File: src/i2mb_pkg.sv
// package: constants, states and carriers of the i2c master byte engine
package i2mb_pkg;
  // ==========================================================
  // clock and bus pacing
  localparam int CLK_MHZ = 125;
  localparam int BUS_KHZ = 100;
  localparam int PHASES_PER_BIT = 4;
  // longest tick period rounds down to whole cycles
  localparam int TICK_CYCLES = (CLK_MHZ * 1000) / (BUS_KHZ * PHASES_PER_BIT);
  localparam logic [15:0] TICK_RELOAD_RST = 16'(TICK_CYCLES - 1);
  // ==========================================================
  // transfer geometry
  localparam int BUF_DEPTH = 7;
  localparam logic [3:0] BITS_PER_BYTE = 4'h8;
  localparam logic [1:0] SUB_FIRST = 2'h0;
  localparam logic [1:0] SUB_RISE = 2'h1;
  localparam logic [1:0] SUB_SAMPLE = 2'h2;
  localparam logic [1:0] SUB_LAST = 2'h3;
  localparam logic [2:0] ONE_BYTE = 3'h1;
  localparam logic [2:0] IDX_ZERO = 3'h0;
  localparam logic [6:0] ADDR_RST = 7'h00;
  localparam logic DIR_WRITE = 1'b0;
  localparam logic DIR_READ = 1'b1;
  // ==========================================================
  // register map (byte addresses)
  localparam int AW = 6;
  localparam logic [5:0] OFS_CMD_STATUS = 6'h00;
  localparam logic [5:0] OFS_ADDR = 6'h04;
  localparam logic [5:0] OFS_COUNT = 6'h08;
  localparam logic [5:0] OFS_TICK = 6'h0c;
  localparam logic [5:0] OFS_WAIT = 6'h10;
  localparam logic [5:0] OFS_BUF0 = 6'h20;
  localparam logic [5:0] OFS_BUF_LAST = 6'h38;
  // status fields
  localparam int ST_BUSY = 0;
  localparam int ST_NO_ACK = 1;
  localparam int ST_RX_DONE = 2;
  // ==========================================================
  // commands written to the command register
  localparam logic [2:0] CMD_WRITE_ONE = 3'h1;
  localparam logic [2:0] CMD_WRITE_MANY = 3'h2;
  localparam logic [2:0] CMD_READ_ONE = 3'h3;
  localparam logic [2:0] CMD_READ_MANY = 3'h4;
  localparam logic [2:0] CMD_INIT = 3'h5;
  // ==========================================================
  // machine states, one-hot
  typedef enum logic [11:0] {
    ST_IDLE = 12'h001,
    ST_START_COND = 12'h002,
    ST_PREP_TX = 12'h004,
    ST_SHIFT_OUT = 12'h008,
    ST_SAMPLE_ACK = 12'h010,
    ST_MORE_TX = 12'h020,
    ST_STOP_COND = 12'h040,
    ST_PREP_ADDR_RX = 12'h080,
    ST_PREP_RX = 12'h100,
    ST_SHIFT_IN = 12'h200,
    ST_STORE_RX = 12'h400,
    ST_DRIVE_ACK = 12'h800
  } i2mb_state_e;
  // pull-low requests for both bus lines
  typedef struct packed {
    logic scl_low;
    logic sda_low;
  } i2mb_line_s;
endpackage : i2mb_pkg

File: src/i2mb_sync3.sv
// three-stage input synchroniser with agreement filter
`timescale 1ns/1ns
`default_nettype none
module i2mb_sync3 (
  // clock and reset
  input wire logic clk,
  input wire logic rst,
  // raw and filtered level
  input wire logic raw,
  output logic level
);
  logic s1_q;
  logic s2_q;
  logic s3_q;
  logic level_q;

  // ==========================================================
  // synchroniser chain; s1 feeds only s2
  always_ff @(posedge clk) begin
    if (rst) begin
      s1_q <= 1'b1;
      s2_q <= 1'b1;
      s3_q <= 1'b1;
    end else begin
      s1_q <= raw;
      s2_q <= s1_q;
      s3_q <= s2_q;
    end
  end

  // level changes once the two later stages agree
  always_ff @(posedge clk) begin
    if (rst) level_q <= 1'b1;
    else if (s2_q == s3_q) level_q <= s3_q;
  end

  assign level = level_q;
endmodule : i2mb_sync3
`default_nettype wire

File: src/i2mb_tick_timer.sv
// tick timer: reloadable down counter that paces the state machine
`timescale 1ns/1ns
`default_nettype none
module i2mb_tick_timer #(
  parameter int W = 16
) (
  // clock and reset
  input wire logic clk,
  input wire logic rst,
  // reload value and tick pulse
  input wire logic [W-1:0] reload,
  output logic tick
);
  logic [W-1:0] cnt_q;
  logic tick_q;

  // ==========================================================
  // count down, pulse and reload at zero; a new reload applies next wrap
  always_ff @(posedge clk) begin
    if (rst) begin
      cnt_q <= '0;
      tick_q <= 1'b0;
    end else if (cnt_q == '0) begin
      cnt_q <= reload;
      tick_q <= 1'b1;
    end else begin
      cnt_q <= cnt_q - 1'b1;
      tick_q <= 1'b0;
    end
  end

  assign tick = tick_q;
endmodule : i2mb_tick_timer
`default_nettype wire

File: src/i2mb_master.sv
// i2c master byte engine with avalon-mm register slave
// Overview of operation
// - bus runs near 100 kHz; tick timer reload value sets the rate.
// - write-one command is write-many with byte count forced to one.
// - wait-done returns only when idle; 0 on ack, 1 on no-ack.
// - read-one fetches one byte, returned as result and in buffer.
// - read-many fetches byte count bytes into the buffer in order.
// - no-ack flag set when slave failed to acknowledge last transaction.
// - receive-complete flag set once all requested bytes are read.
// - bit counter holds bits left; byte states preload a full byte.
// - transfer buffer holds seven bytes, indexed during transfers.
// - idle keeps both lines released and the bus quiet.
// - each command opens with sda falling while scl stays high; CMD_INIT sends no start and leaves both lines released.
// - before each outgoing byte reload bit counter and fetch the byte.
// - sample ack after each sent byte; on no-ack stop and flag it.
// - after an acked byte send the next one if any remain.
// - stop is sda rising while scl is high, then back to idle.
// - read first sends stored address through the normal write path; ST_PREP_ADDR_RX loads it with the read bit, not ST_PREP_TX.
// - receive shifts in eight bits after reloading the bit counter.
// - each received byte goes into the next buffer position.
// - after a received byte ack if more remain, else not-ack.
//
// Chosen here: register access over Avalon-MM and the placing of the registers.
`timescale 1ns/1ns
`default_nettype none
module i2mb_master
  import i2mb_pkg::*;
(
  // clock and reset
  input wire logic CLK,
  input wire logic RST,
  // avalon-mm slave
  input wire logic [AW-1:0] AVS_ADDRESS,
  input wire logic AVS_READ,
  input wire logic AVS_WRITE,
  input wire logic [31:0] AVS_WRITEDATA,
  output logic [31:0] AVS_READDATA,
  output logic AVS_WAITREQUEST,
  // i2c clock line, open drain
  input wire logic SCL_I,
  output logic SCL_O,
  output logic SCL_OE,
  // i2c data line, open drain
  input wire logic SDA_I,
  output logic SDA_O,
  output logic SDA_OE
);
  // ==========================================================
  // state
  i2mb_state_e machine_state_q;
  logic [1:0] machine_substate_q;
  i2mb_line_s line_direction_shadow_q;
  i2mb_line_s line_d;
  logic [3:0] bits_left_counter_q;
  logic [7:0] shift_byte_q;
  logic [2:0] write_index_q;
  logic [2:0] byte_count_q;
  logic [6:0] target_address_q;
  logic [15:0] tick_reload_q;
  logic [7:0] transfer_buffer_q [BUF_DEPTH];
  logic dir_read_q;
  logic first_q;
  logic ack_bit_q;
  logic no_ack_flag_q;
  logic rx_complete_flag_q;
  logic ack_q;
  logic wait_q;
  logic [31:0] rdata_q;
  logic low_level_q;
  logic tick;
  logic scl_in;
  logic sda_in;
  logic adv;
  logic busy;
  logic req;
  logic take;
  logic cmd_go;
  logic [2:0] cmd;
  logic more_rx;
  logic [31:0] rdata_d;

  // ==========================================================
  // pacing and pin inputs
  i2mb_tick_timer #(.W(16)) u_tick (
    .clk(CLK),
    .rst(RST),
    .reload(tick_reload_q),
    .tick(tick)
  );
  i2mb_sync3 u_scl_sync (.clk(CLK), .rst(RST), .raw(SCL_I), .level(scl_in));
  i2mb_sync3 u_sda_sync (.clk(CLK), .rst(RST), .raw(SDA_I), .level(sda_in));

  // hold a phase while a slave stretches the released clock low
  assign adv = tick && !(!line_direction_shadow_q.scl_low && !scl_in && busy);
  assign busy = (machine_state_q != ST_IDLE);
  assign more_rx = (write_index_q < byte_count_q);

  // ==========================================================
  // bus slave handshake: one wait cycle, wait register stalls until idle
  assign req = (AVS_READ || AVS_WRITE) && !ack_q;
  assign take = req && !(AVS_READ && AVS_ADDRESS == OFS_WAIT && busy);
  assign cmd = AVS_WRITEDATA[2:0];
  // all commands, init included, are refused while busy
  assign cmd_go = take && AVS_WRITE && AVS_ADDRESS == OFS_CMD_STATUS && !busy;

  // waitrequest keeps its own flop so the pin leaves straight from a register
  always_ff @(posedge CLK) begin
    if (RST) begin
      ack_q <= 1'b0;
      wait_q <= 1'b1;
    end else begin
      ack_q <= take;
      wait_q <= !take;
    end
  end

  // read mux; unmapped offsets read zero
  always_comb begin
    rdata_d = '0;
    if (AVS_ADDRESS >= OFS_BUF0 && AVS_ADDRESS <= OFS_BUF_LAST) begin
      rdata_d[7:0] = transfer_buffer_q[3'(AVS_ADDRESS[4:2] - OFS_BUF0[4:2])];
    end else begin
      unique case (AVS_ADDRESS)
        OFS_CMD_STATUS: begin
          rdata_d[ST_BUSY] = busy;
          rdata_d[ST_NO_ACK] = no_ack_flag_q;
          rdata_d[ST_RX_DONE] = rx_complete_flag_q;
        end
        OFS_ADDR: rdata_d[6:0] = target_address_q;
        OFS_COUNT: rdata_d[2:0] = byte_count_q;
        OFS_TICK: rdata_d[15:0] = tick_reload_q;
        OFS_WAIT: begin
          rdata_d[0] = no_ack_flag_q;
          rdata_d[15:8] = transfer_buffer_q[0];
        end
        default: rdata_d = '0;
      endcase
    end
  end

  always_ff @(posedge CLK) begin
    if (RST) rdata_q <= '0;
    else if (take && AVS_READ) rdata_q <= rdata_d;
  end

  // ==========================================================
  // configuration registers
  always_ff @(posedge CLK) begin
    if (RST) begin
      target_address_q <= ADDR_RST;
      byte_count_q <= ONE_BYTE;
      tick_reload_q <= TICK_RELOAD_RST;
    end else if (take && AVS_WRITE) begin
      if (AVS_ADDRESS == OFS_ADDR) target_address_q <= AVS_WRITEDATA[6:0];
      if (AVS_ADDRESS == OFS_COUNT && !busy) byte_count_q <= AVS_WRITEDATA[2:0];
      if (AVS_ADDRESS == OFS_TICK) tick_reload_q <= AVS_WRITEDATA[15:0];
      if (cmd_go && (cmd == CMD_WRITE_ONE || cmd == CMD_READ_ONE)) begin
        byte_count_q <= ONE_BYTE;
      end
    end
  end

  // ==========================================================
  // seven-entry transfer buffer; received bytes win over a bus write
  always_ff @(posedge CLK) begin
    if (machine_state_q == ST_STORE_RX && adv) begin
      transfer_buffer_q[write_index_q] <= shift_byte_q;
    end else if (take && AVS_WRITE && AVS_ADDRESS >= OFS_BUF0
                 && AVS_ADDRESS <= OFS_BUF_LAST) begin
      transfer_buffer_q[3'(AVS_ADDRESS[4:2] - OFS_BUF0[4:2])] <= AVS_WRITEDATA[7:0];
    end
  end

  // ==========================================================
  // flags: cleared only when a command starts, set only while busy
  always_ff @(posedge CLK) begin
    if (RST) begin
      no_ack_flag_q <= 1'b0;
      rx_complete_flag_q <= 1'b0;
    end else if (cmd_go && cmd >= CMD_WRITE_ONE && cmd <= CMD_INIT) begin
      no_ack_flag_q <= 1'b0;
      rx_complete_flag_q <= 1'b0;
    end else if (adv && machine_state_q == ST_SAMPLE_ACK
                 && machine_substate_q == SUB_LAST && ack_bit_q) begin
      no_ack_flag_q <= 1'b1;
    end else if (adv && machine_state_q == ST_DRIVE_ACK
                 && machine_substate_q == SUB_LAST && !more_rx) begin
      rx_complete_flag_q <= 1'b1;
    end
  end

  // ==========================================================
  // main state machine, stepped by the tick
  always_ff @(posedge CLK) begin
    if (RST) begin
      machine_state_q <= ST_IDLE;
      machine_substate_q <= SUB_FIRST;
      bits_left_counter_q <= '0;
      shift_byte_q <= '0;
      write_index_q <= IDX_ZERO;
      dir_read_q <= DIR_WRITE;
      first_q <= 1'b0;
      ack_bit_q <= 1'b0;
    end else if (cmd_go && cmd == CMD_INIT) begin
      machine_state_q <= ST_IDLE;
      machine_substate_q <= SUB_FIRST;
    end else if (cmd_go && cmd >= CMD_WRITE_ONE && cmd <= CMD_READ_MANY) begin
      machine_state_q <= ST_START_COND;
      machine_substate_q <= SUB_FIRST;
      write_index_q <= IDX_ZERO;
      first_q <= 1'b1;
      dir_read_q <= (cmd == CMD_READ_ONE || cmd == CMD_READ_MANY) ? DIR_READ : DIR_WRITE;
    end else if (adv) begin
      machine_substate_q <= machine_substate_q + 2'h1;
      unique case (machine_state_q)
        ST_IDLE: machine_substate_q <= SUB_FIRST;
        ST_START_COND: begin
          if (machine_substate_q == SUB_LAST) begin
            machine_state_q <= dir_read_q ? ST_PREP_ADDR_RX : ST_PREP_TX;
          end
        end
        ST_PREP_TX: begin
          machine_substate_q <= SUB_FIRST;
          bits_left_counter_q <= BITS_PER_BYTE;
          if (first_q) begin
            shift_byte_q <= {target_address_q, DIR_WRITE};
          end else begin
            shift_byte_q <= transfer_buffer_q[write_index_q];
            write_index_q <= write_index_q + 3'h1;
          end
          first_q <= 1'b0;
          machine_state_q <= ST_SHIFT_OUT;
        end
        ST_PREP_ADDR_RX: begin
          machine_substate_q <= SUB_FIRST;
          bits_left_counter_q <= BITS_PER_BYTE;
          shift_byte_q <= {target_address_q, DIR_READ};
          first_q <= 1'b0;
          machine_state_q <= ST_SHIFT_OUT;
        end
        ST_SHIFT_OUT: begin
          if (machine_substate_q == SUB_LAST) begin
            shift_byte_q <= {shift_byte_q[6:0], 1'b0};
            bits_left_counter_q <= bits_left_counter_q - 4'h1;
            if (bits_left_counter_q == 4'h1) machine_state_q <= ST_SAMPLE_ACK;
          end
        end
        ST_SAMPLE_ACK: begin
          if (machine_substate_q == SUB_SAMPLE) ack_bit_q <= sda_in;
          if (machine_substate_q == SUB_LAST) begin
            if (ack_bit_q) machine_state_q <= ST_STOP_COND;
            else if (dir_read_q) machine_state_q <= ST_PREP_RX;
            else machine_state_q <= ST_MORE_TX;
          end
        end
        ST_MORE_TX: begin
          machine_substate_q <= SUB_FIRST;
          machine_state_q <= (write_index_q < byte_count_q) ? ST_PREP_TX : ST_STOP_COND;
        end
        ST_PREP_RX: begin
          machine_substate_q <= SUB_FIRST;
          bits_left_counter_q <= BITS_PER_BYTE;
          machine_state_q <= ST_SHIFT_IN;
        end
        ST_SHIFT_IN: begin
          if (machine_substate_q == SUB_SAMPLE) begin
            shift_byte_q <= {shift_byte_q[6:0], sda_in};
          end
          if (machine_substate_q == SUB_LAST) begin
            bits_left_counter_q <= bits_left_counter_q - 4'h1;
            if (bits_left_counter_q == 4'h1) machine_state_q <= ST_STORE_RX;
          end
        end
        ST_STORE_RX: begin
          machine_substate_q <= SUB_FIRST;
          write_index_q <= write_index_q + 3'h1;
          machine_state_q <= ST_DRIVE_ACK;
        end
        ST_DRIVE_ACK: begin
          if (machine_substate_q == SUB_LAST) begin
            machine_state_q <= more_rx ? ST_PREP_RX : ST_STOP_COND;
          end
        end
        ST_STOP_COND: begin
          if (machine_substate_q == SUB_LAST) machine_state_q <= ST_IDLE;
        end
      endcase
    end
  end

  // ==========================================================
  // line drive per state and phase; only pull-low requests exist
  always_comb begin
    line_d = line_direction_shadow_q;
    unique case (machine_state_q)
      ST_IDLE: line_d = '{scl_low: 1'b0, sda_low: 1'b0};
      ST_START_COND: begin
        line_d.scl_low = (machine_substate_q >= SUB_SAMPLE);
        line_d.sda_low = (machine_substate_q != SUB_FIRST);
      end
      ST_SHIFT_OUT: begin
        line_d.scl_low = (machine_substate_q == SUB_FIRST || machine_substate_q == SUB_LAST);
        line_d.sda_low = !shift_byte_q[7];
      end
      ST_SAMPLE_ACK, ST_SHIFT_IN: begin
        line_d.scl_low = (machine_substate_q == SUB_FIRST || machine_substate_q == SUB_LAST);
        line_d.sda_low = 1'b0;
      end
      ST_DRIVE_ACK: begin
        line_d.scl_low = (machine_substate_q == SUB_FIRST || machine_substate_q == SUB_LAST);
        line_d.sda_low = more_rx;
      end
      ST_STOP_COND: begin
        line_d.scl_low = (machine_substate_q == SUB_FIRST);
        line_d.sda_low = (machine_substate_q < SUB_SAMPLE);
      end
      ST_PREP_TX, ST_PREP_ADDR_RX, ST_MORE_TX, ST_PREP_RX, ST_STORE_RX: begin
        line_d.scl_low = 1'b1;
      end
      default: line_d = '{scl_low: 1'b0, sda_low: 1'b0};
    endcase
  end

  // shadow feeds the enables directly; output level is always low
  always_ff @(posedge CLK) begin
    if (RST) begin
      line_direction_shadow_q <= '{scl_low: 1'b0, sda_low: 1'b0};
      low_level_q <= 1'b0;
    end else begin
      line_direction_shadow_q <= line_d;
      low_level_q <= 1'b0;
    end
  end

  assign SCL_OE = line_direction_shadow_q.scl_low;
  assign SDA_OE = line_direction_shadow_q.sda_low;
  assign SCL_O = low_level_q;
  assign SDA_O = low_level_q;
  assign AVS_READDATA = rdata_q;
  assign AVS_WAITREQUEST = wait_q;

  // ==========================================================
  // assertions
  property p_idle_released;
    @(posedge CLK) disable iff (RST)
    (machine_state_q == ST_IDLE) ##1 (machine_state_q == ST_IDLE) |-> !SCL_OE && !SDA_OE;
  endproperty
  a_idle_released: assert property (p_idle_released) else $error("lines held in idle");

  property p_start_edge;
    @(posedge CLK) disable iff (RST)
    $rose(SDA_OE) && $past(machine_state_q == ST_START_COND) |-> !SCL_OE;
  endproperty
  a_start_edge: assert property (p_start_edge) else $error("start without scl high");

  property p_stop_edge;
    @(posedge CLK) disable iff (RST)
    $fell(SDA_OE) && $past(machine_state_q == ST_STOP_COND) |-> !SCL_OE && $past(!SCL_OE);
  endproperty
  a_stop_edge: assert property (p_stop_edge) else $error("stop without scl high");

  property p_never_high;
    @(posedge CLK) disable iff (RST)
    !SCL_O && !SDA_O;
  endproperty
  a_never_high: assert property (p_never_high) else $error("line driven high");

  property p_byte_preload;
    @(posedge CLK) disable iff (RST)
    (machine_state_q != ST_SHIFT_OUT) ##1 (machine_state_q == ST_SHIFT_OUT)
      |-> bits_left_counter_q == BITS_PER_BYTE;
  endproperty
  a_byte_preload: assert property (p_byte_preload) else $error("bit counter not reloaded");

  property p_nack_stop;
    @(posedge CLK) disable iff (RST)
    adv && machine_state_q == ST_SAMPLE_ACK && machine_substate_q == SUB_LAST && ack_bit_q
      |=> machine_state_q == ST_STOP_COND && no_ack_flag_q;
  endproperty
  a_nack_stop: assert property (p_nack_stop) else $error("no-ack not handled");

  property p_rx_done;
    @(posedge CLK) disable iff (RST)
    $rose(rx_complete_flag_q) |-> write_index_q == byte_count_q
      && machine_state_q == ST_STOP_COND;
  endproperty
  a_rx_done: assert property (p_rx_done) else $error("rx flag early");

  property p_one_byte;
    @(posedge CLK) disable iff (RST)
    cmd_go && cmd == CMD_WRITE_ONE |=> byte_count_q == ONE_BYTE && dir_read_q == DIR_WRITE;
  endproperty
  a_one_byte: assert property (p_one_byte) else $error("single write count wrong");

  property p_wait_idle;
    @(posedge CLK) disable iff (RST)
    AVS_READ && AVS_ADDRESS == OFS_WAIT && !AVS_WAITREQUEST |-> !busy
      && AVS_READDATA[0] == no_ack_flag_q;
  endproperty
  a_wait_idle: assert property (p_wait_idle) else $error("wait returned while busy");

  c_write_done: cover property (@(posedge CLK) disable iff (RST)
    machine_state_q == ST_MORE_TX ##1 machine_state_q == ST_STOP_COND);
  c_read_done: cover property (@(posedge CLK) disable iff (RST) $rose(rx_complete_flag_q));
  c_nack: cover property (@(posedge CLK) disable iff (RST) $rose(no_ack_flag_q));
  c_wait_stall: cover property (@(posedge CLK) disable iff (RST)
    AVS_READ && AVS_ADDRESS == OFS_WAIT && busy);
endmodule : i2mb_master
`default_nettype wire

File: config.mk
export PLATFORM = sky130hd
export DESIGN_NAME = i2mb_master
export DESIGN_NICKNAME = d
export VERILOG_FILES = /design/src/i2mb_pkg.sv /design/src/i2mb_sync3.sv /design/src/i2mb_tick_timer.sv /design/src/i2mb_master.sv
export SDC_FILE = /design/constraint.sdc
export NUM_CORES = 1
export LEC_CHECK = 0
export BUFFER_PORTS_ARGS = -buffer_cell sky130_fd_sc_hd__buf_2
export CAP_MARGIN = 5
export CORE_MARGIN = 2
export CORE_UTILIZATION = 40
export DETAILED_ROUTE_END_ITERATION = 8
export GPL_TIMING_DRIVEN = 0
export PLACE_DENSITY_LB_ADDON = 0.12
export SETUP_SLACK_MARGIN = 0.3
export SLEW_MARGIN = 25
export SYNTH_ARGS = -nofsm -noshare
export SYNTH_HDL_FRONTEND = slang
export SYNTH_HIERARCHICAL = 1
export SYNTH_SLANG_ARGS = --single-unit
File: constraint.sdc
create_clock -name CLK -period 7.15 [get_ports CLK]
set_clock_uncertainty 0.15 [all_clocks]
set_input_delay 0.715 -clock CLK [delete_from_list [all_inputs] [get_ports CLK]]
set_output_delay 0.715 -clock CLK [all_outputs]
set_load 0.02 [all_outputs]
## Yosys cells after proc, flatten, opt, wreduce, memory -nomap -nowiden

Memory sizes are Yosys's and may differ from the RTL's. A register that Yosys moved wholly into a read port is not among the register bits.
Cells that the tools add are included.

- Register bits: 121
- Bits in writable memories: 56
- Input bits: 44
- Output and inout port bits: 37
- Logic and storage cells: 218
- Memories kept: 1

Memories:

| name | depth | width | read ports | clocked after memory_dff | wr ports | line | text |
|---|---|---|---|---|---|---|---|
| transfer_buffer_q | 7 | 8 | 3 | 1 | 1 | i2mb_master.sv:60 | `logic [7:0] transfer_buffer_q [BUF_DEPTH];` |

- Add/subtract/negate cells: 4
- Magnitude comparators: 8
- Equality and inequality tests: 45
- Muxes and demuxes: 54
- Bitwise gates (word level): 3
- Reduce and logical (&&, ||, !) cells: 74

Operator list:

| kind | number |
|---|---|
| $pmux 12 s10 | 1 |
| $mux 12 | 8 |
| $mux 8 | 7 |
| $pmux 8 s4 | 1 |
| $logic_and 1x1->1 | 27 |
| $mux 9 | 3 |
| $mux 3 | 8 |
| $ne 3x3->1 const B | 7 |
| $reduce_and 10->1 | 2 |
| $logic_not 16->1 | 1 |
| $mux 16 | 1 |
| $pmux 4 s2 | 2 |
| $pmux 8 s2 | 1 |
| $sub 16x1->16 const B | 1 |
| $ne 2x2->1 const B | 7 |
| $eq 12x1->1 const B | 1 |
| $eq 12x10->1 const B | 1 |
| $eq 12x11->1 const B | 1 |
| $eq 12x12->1 const B | 1 |
| $eq 12x2->1 const B | 1 |
| $eq 12x3->1 const B | 1 |
| $eq 12x4->1 const B | 1 |
| $eq 12x5->1 const B | 1 |
| $eq 12x6->1 const B | 1 |
| 54 further kinds | 102 |

## Logic depth before layout (Yosys ltp)

- Word-level depth: 14
- Gate-level depth with buffers: 9
- Mapped depth without buffers: 7

## Cells and area by module

The synthesis kept the hierarchy.

Modules (own cells, without submodules):

| module | instances | cells an instance | area an instance (sq um) |
|---|---|---|---|
| i2mb_master | 1 | 696 | 7219.4 |
| i2mb_tick_timer | 1 | 100 | 889.6 |
| i2mb_sync3 | 2 | 10 | 115.1 |

## Worst setup path after synthesis

OpenSTA, ideal clock, no wires.

- Kind: flip-flop to flip-flop
- Start: reg machine_state_q[8]
- End: mem transfer_buffer_q[6][0] (enable)
- Setup time: 0.375 ns
- Data arrival time: 2.456 ns
- Required time: 6.625 ns
- Setup slack: 4.169 ns
- Stages on the path, launching flop included: 9
- Clock period less this slack: 2.981 ns
- Path through: dfxtp_1 > buf_4 > nor4_4 > a41oi_1 > nor3_2 > nor3_4 > buf_6 > nand3b_1 > a21oi_1

- Cells in the longest elaborated chain, start to end: 12
- Elaborated cells between the ends (all ways): 20

Ends and longest elaborated chain:

| element | line | text |
|---|---|---|
| from (decl) | i2mb_master.sv:50 | `i2mb_state_e machine_state_q;` |
| from (signal assigned) | i2mb_master.sv:219 | `machine_state_q <= dir_read_q ? ST_PREP_ADDR_RX : ST_PREP_TX;` |
| from (signal assigned) | i2mb_master.sv:258 | `machine_state_q <= (write_index_q < byte_count_q) ? ST_PREP_TX : ST_STOP_COND;` |
| from (signal assigned) | i2mb_master.sv:281 | `machine_state_q <= more_rx ? ST_PREP_RX : ST_STOP_COND;` |
| $ne 12x1->1 | i2mb_master.sv:95 | `assign busy = (machine_state_q != ST_IDLE);` |
| $logic_and 1x1->1 | i2mb_master.sv:101 | `assign take = req && !(AVS_READ && AVS_ADDRESS == OFS_WAIT && busy);` |
| $logic_not 1->1 | i2mb_master.sv:101 |  |
| $logic_and 1x1->1 | i2mb_master.sv:101 |  |
| $logic_and 1x1->1 (2 in series) | i2mb_master.sv:168 | `end else if (take && AVS_WRITE && AVS_ADDRESS >= OFS_BUF0` |
| $logic_and 1x1->1 | i2mb_master.sv:169 | `&& AVS_ADDRESS <= OFS_BUF_LAST) begin` |
| $mux 1 | i2mb_master.sv:168 |  |
| $mux 1 | i2mb_master.sv:166 | `if (machine_state_q == ST_STORE_RX && adv) begin` |
| $mux 1 (not written as such) | i2mb_master.sv:170 | `transfer_buffer_q[3'(AVS_ADDRESS[4:2] - OFS_BUF0[4:2])] <= AVS_WRITEDATA[7:0];` |
| $reduce_or 8->1 (no line) | - |  |
| $mux 3 (no line) or $mux 1 (tied branches) | - |  |
| to (decl) | i2mb_master.sv:60 |  |

Parallel ways exist; a longest one is shown, timed or not.

## Worst setup path in the final report

- Start: reg machine_state_q[8]
- End: mem transfer_buffer_q[6][6] (enable)

Same word-level chain as after synthesis.

==> summary.md <==
| Metric | Value |
|---|---|
| Area post-placement | `8950 µm²` |
| DR iter-0 viols | `between 500 and 600` |
| Diode count | `0` |
| Ports | `81` |
| FMAX | `around 250 MHz` |
| Met3 routed WL | `1.06 mm` |
| Critical Path Most Common Cell | `nand3_1` |
| Worst slew margin | `~30%` |
| Post CTS Setup Buffer Count | `0` |
| PwrDens | `238 nW/µm²` |
| Gpl congestion | `0.839` |
| CP Buf/Inv Count | `2` |
| Crit-path max FO | `10` |
| Critical Path AT | `3.86 ns` |
| Post-synth top flop | `dfxtp_1` |
| Sink Count | `164` |
| Largest stage delay, worst path | `0.83 ns` |
| Final Total Pwr | `between 2 and 2.5 mW` |
| CTS Buf Count | `17` |
| Req. time, crit path | `around 7 ns` |
| Synth Register Bits | `~160` |
| Syn. warnings | `6` |
| Initial Util | `40.9%` |
| Core region area | `20400 µm²` |
| Total wire length | `22.7 mm` |
| CTS tree | `built` |
| Antenna Nets Post-Route | `0` |
| HPWL after detailed placement | `17.0 mm` |
| Overflow after GRT | `0` |
| Setup TNS | `0 ns` |
| Worst skew pair latency | `0.43 ns` |
| Worst r2r src | `machine_state_q[8]` |
| Hold-fix buffers, CTS | `0` |
| Top Metal Used | `met4` |
| Antenna violations before repair | `0` |
| CP Class | `register to register` |
| Resize count post-CTS | `0` |
| Endpoint class of the critical path | `register` |
| Leak | `between 3 and 4 nW` |
| Overall Global Routing Usage | `about a fifth` |
| EDFF count, synth | `56` |
| Root Buffer | `clkbuf_16` |
| Avg WL per Cell | `19.3 µm` |
| Worst Hold Endpoint | `u_scl_sync/s2_q` |
| Cell count after synthesis | `816` |
| Final net count | `947` |
| CTS Buffer Depth | `2` |
| Final worst-path cycle share | `55.4%` |
| Via density | `5.51` |
| Synthesis-to-finish area growth | `14.2%` |
| IO Port Bufs | `41` |
| Clock-pin slew of the registers on the worst-case setup and hold paths | `0.06 ns` |
| RSZ-0062 raised after global routing | `false` |
| Die H | `148 µm` |
| Finished Layout Cells | `around 1200` |
| Mapped Area | `roughly 8300 µm²` |
| Hold_sp | `u_scl_sync/s1_q` |
| Final setup margin | `3.19 ns` |
| Post-place setup slack | `between 3 and 4 ns` |
| Fin crit period | `3.96 ns` |
| Delay-heaviest family, CP | `simple AND/OR/NAND/NOR gates` |
| Critical path's slowest cell | `a21oi_1` |
| Pin count of the biggest net entering global routing | `17` |
| Post-route cell area | `9520 µm²` |
| Die span in x | `148 µm` |
| Vias in the first global route | `approximately 6300` |
| Crit-path cells | `buf_4 -> nor4_4 -> nand3_1 -> a31o_2 -> nor3_4 -> buf_6 -> nand3_1 -> a21oi_1` |
| H-Tree Level Count | `4` |
| Worst vdd ir | `roughly 0.19 mV` |
| Status | `completed` |
| Hold path depth | `1` |
| Library cells used by synthesis | `76` |
| # setup viols final | `0` |
| Hold Crit Class | `register to register` |
| Hold Violations, Final | `0` |
| Drt drc | `0` |
| Register-to-Register Path Depth | `8` |
| Die footprint | `22000 µm²` |
| Worst-Margin Slew | `1.04 ns` |
| Post-Route M1 WL | `around 10 mm` |
| Post-synth ARST share | `0%` |
| Overall via count from detail_route | `6480` |
| R2r endpoint | `transfer_buffer_q[6][6]` |
| First-pass GRT wire length | `35.7 mm` |
| Max-cap violations | `0` |
| Pre-antenna DRT Iters | `5` |
| Seq/Total Area, Yosys | `46.1%` |
| Row count | `52` |
| Synthesized area per cell | `10.2 µm²` |
| Share of layout cells above drive strength 1 | `20.0%` |
| Dpl cells | `between 1000 and 1500` |
| CP startpoint kind | `register` |
| Met2 wire len | `10.9 mm` |
| Slew Viols, Final | `0` |
| FF-to-FF setup slack | `~3.2 ns` |
[layout make-up]
class / instances / area, µm²
multi-input cells: 576 / 4060
repair buffers: 41 / 205
well taps: 270 / 338
inverters: 17 / 63.8
clock inverters: 15 / 144
flip-flops and latches: 164 / 3840
fillers: 1920 / 10800
clock buffers: 17 / 425
plain buffers: 76 / 439
[cell families (layout without fill, tap and decap cells)]
kind of cell	Yosys count	after routing	share of synthesized area (%)
AOI/OAI and AO/OA	175	175	14.8
xor gates and xnor gates	19	19	2.00
adders and majority gates	10	10	1.50
buffers and inverters	93	166	6.03
DFF	164	164	46.1
muxes	77	77	12.3
other	1	18	0.0450
and+or+nand+nor	277	277	17.2
[cell usage in the layout, fill, tap and decap left out, drive strengths merged, types with 9 or more instances in the layout]
master	count
a211oi	36
a21oi	40
buf	90
clkbuf	44
conb	18
dfxtp	108
edfxtp	56
ha	10
inv	23
mux2	16
mux2i	42
mux4	19
nand2	69
nand3	18
nand4	13
nor2	87
nor3	17
nor4	14
o21ai	29
or4	9
xnor2	14
[worst register-to-register path: cells and delay by family, from the launching register on]
family / cells / cell delay, ns
buf+inv: 2 / 0.37
flops: 1 / 0.30
simple gates: 4 / 1.47
compound gates: 2 / 1.28
[power by group]
part / internal, mW / switching [mW]
Clock: 0.486 / 0.403
Combinational: 0.141 / 0.202
Sequential: 1.00 / 0.0340
[registers in the layout, indices dropped and copies added, names as in the netlist, 2 cells and up, named ones only]
register and flops:
machine_state_q 12, write_index_q 3, tick_reload_q 16, transfer_buffer_q 56
target_address_q 7, byte_count_q 3, machine_substate_q 2, bits_left_counter_q 4
AVS_READDATA 16, shift_byte_q 8, u_tick/cnt_q 16
[synth_stat cells, drive strengths merged, types with 4 or more instances]
library cell	n	area [µm²]
nand2	69	259
or2	8	50.1
a21oi	40	200
a31oi	7	58.8
dfxtp	108	2160
nor2	87	329
mux4	19	428
a22oi	8	60.1
mux2	16	180
a21o	5	37.5
nor3b	4	35.0
nor3	17	101
nand2b	6	37.5
o21bai	5	37.5
nor2b	5	31.3
nor4b	7	67.6
clkbuf	27	101
xnor2	14	123
and3	4	25.0
a222oi	7	70.1
mux2i	42	420
o31ai	4	30.0
nand3	18	95.1
ha	10	125
xor2	5	43.8
o211a	4	40.0
nand4	13	81.3
o21ai	29	145
or4	9	82.6
edfxtp	56	1680
o221ai	6	58.8
or3	7	43.8
buf	49	338
a211oi	36	280
inv	17	63.8
nor4	14	121
[per-layer routing]
layer	track usage, %	vias up
met5	0	-
met4	7.62	0
met3	3.56	31
met2	34.9	167
met1	28.6	3125
li1	-	3157
[worst max path at each step]
stage / startpoint / end / slack, ns / cells after the start
2_1_floorplan: machine_state_q[8] / transfer_buffer_q[6][0] / 4.17 / 8
3_3_place_gp: machine_state_q[8] / transfer_buffer_q[6][3] / 3.18 / 8
3_5_place_dp: machine_state_q[8] / transfer_buffer_q[6][4] / 3.21 / 8
4_1_cts: machine_state_q[8] / transfer_buffer_q[6][1] / 3.19 / 8
5_1_grt: machine_state_q[9] / transfer_buffer_q[6][6] / 2.89 / 8
6_report: machine_state_q[8] / transfer_buffer_q[6][6] / 3.19 / 8
[per-stage QoR]
| stage | hold slack, ns | util (%) |
|---|---|---|
| final | 0.267 | 46.7 |
| after global routing | 0.289 | 46.7 |
| after CTS | 0.273 | 46.7 |
| after detailed placement | 0.246 | 43.9 |
| after global placement | 0.245 | 43.9 |
| after floorplan | 0.235 | - |
No activity file was read; power rests on OpenSTA's default activity.
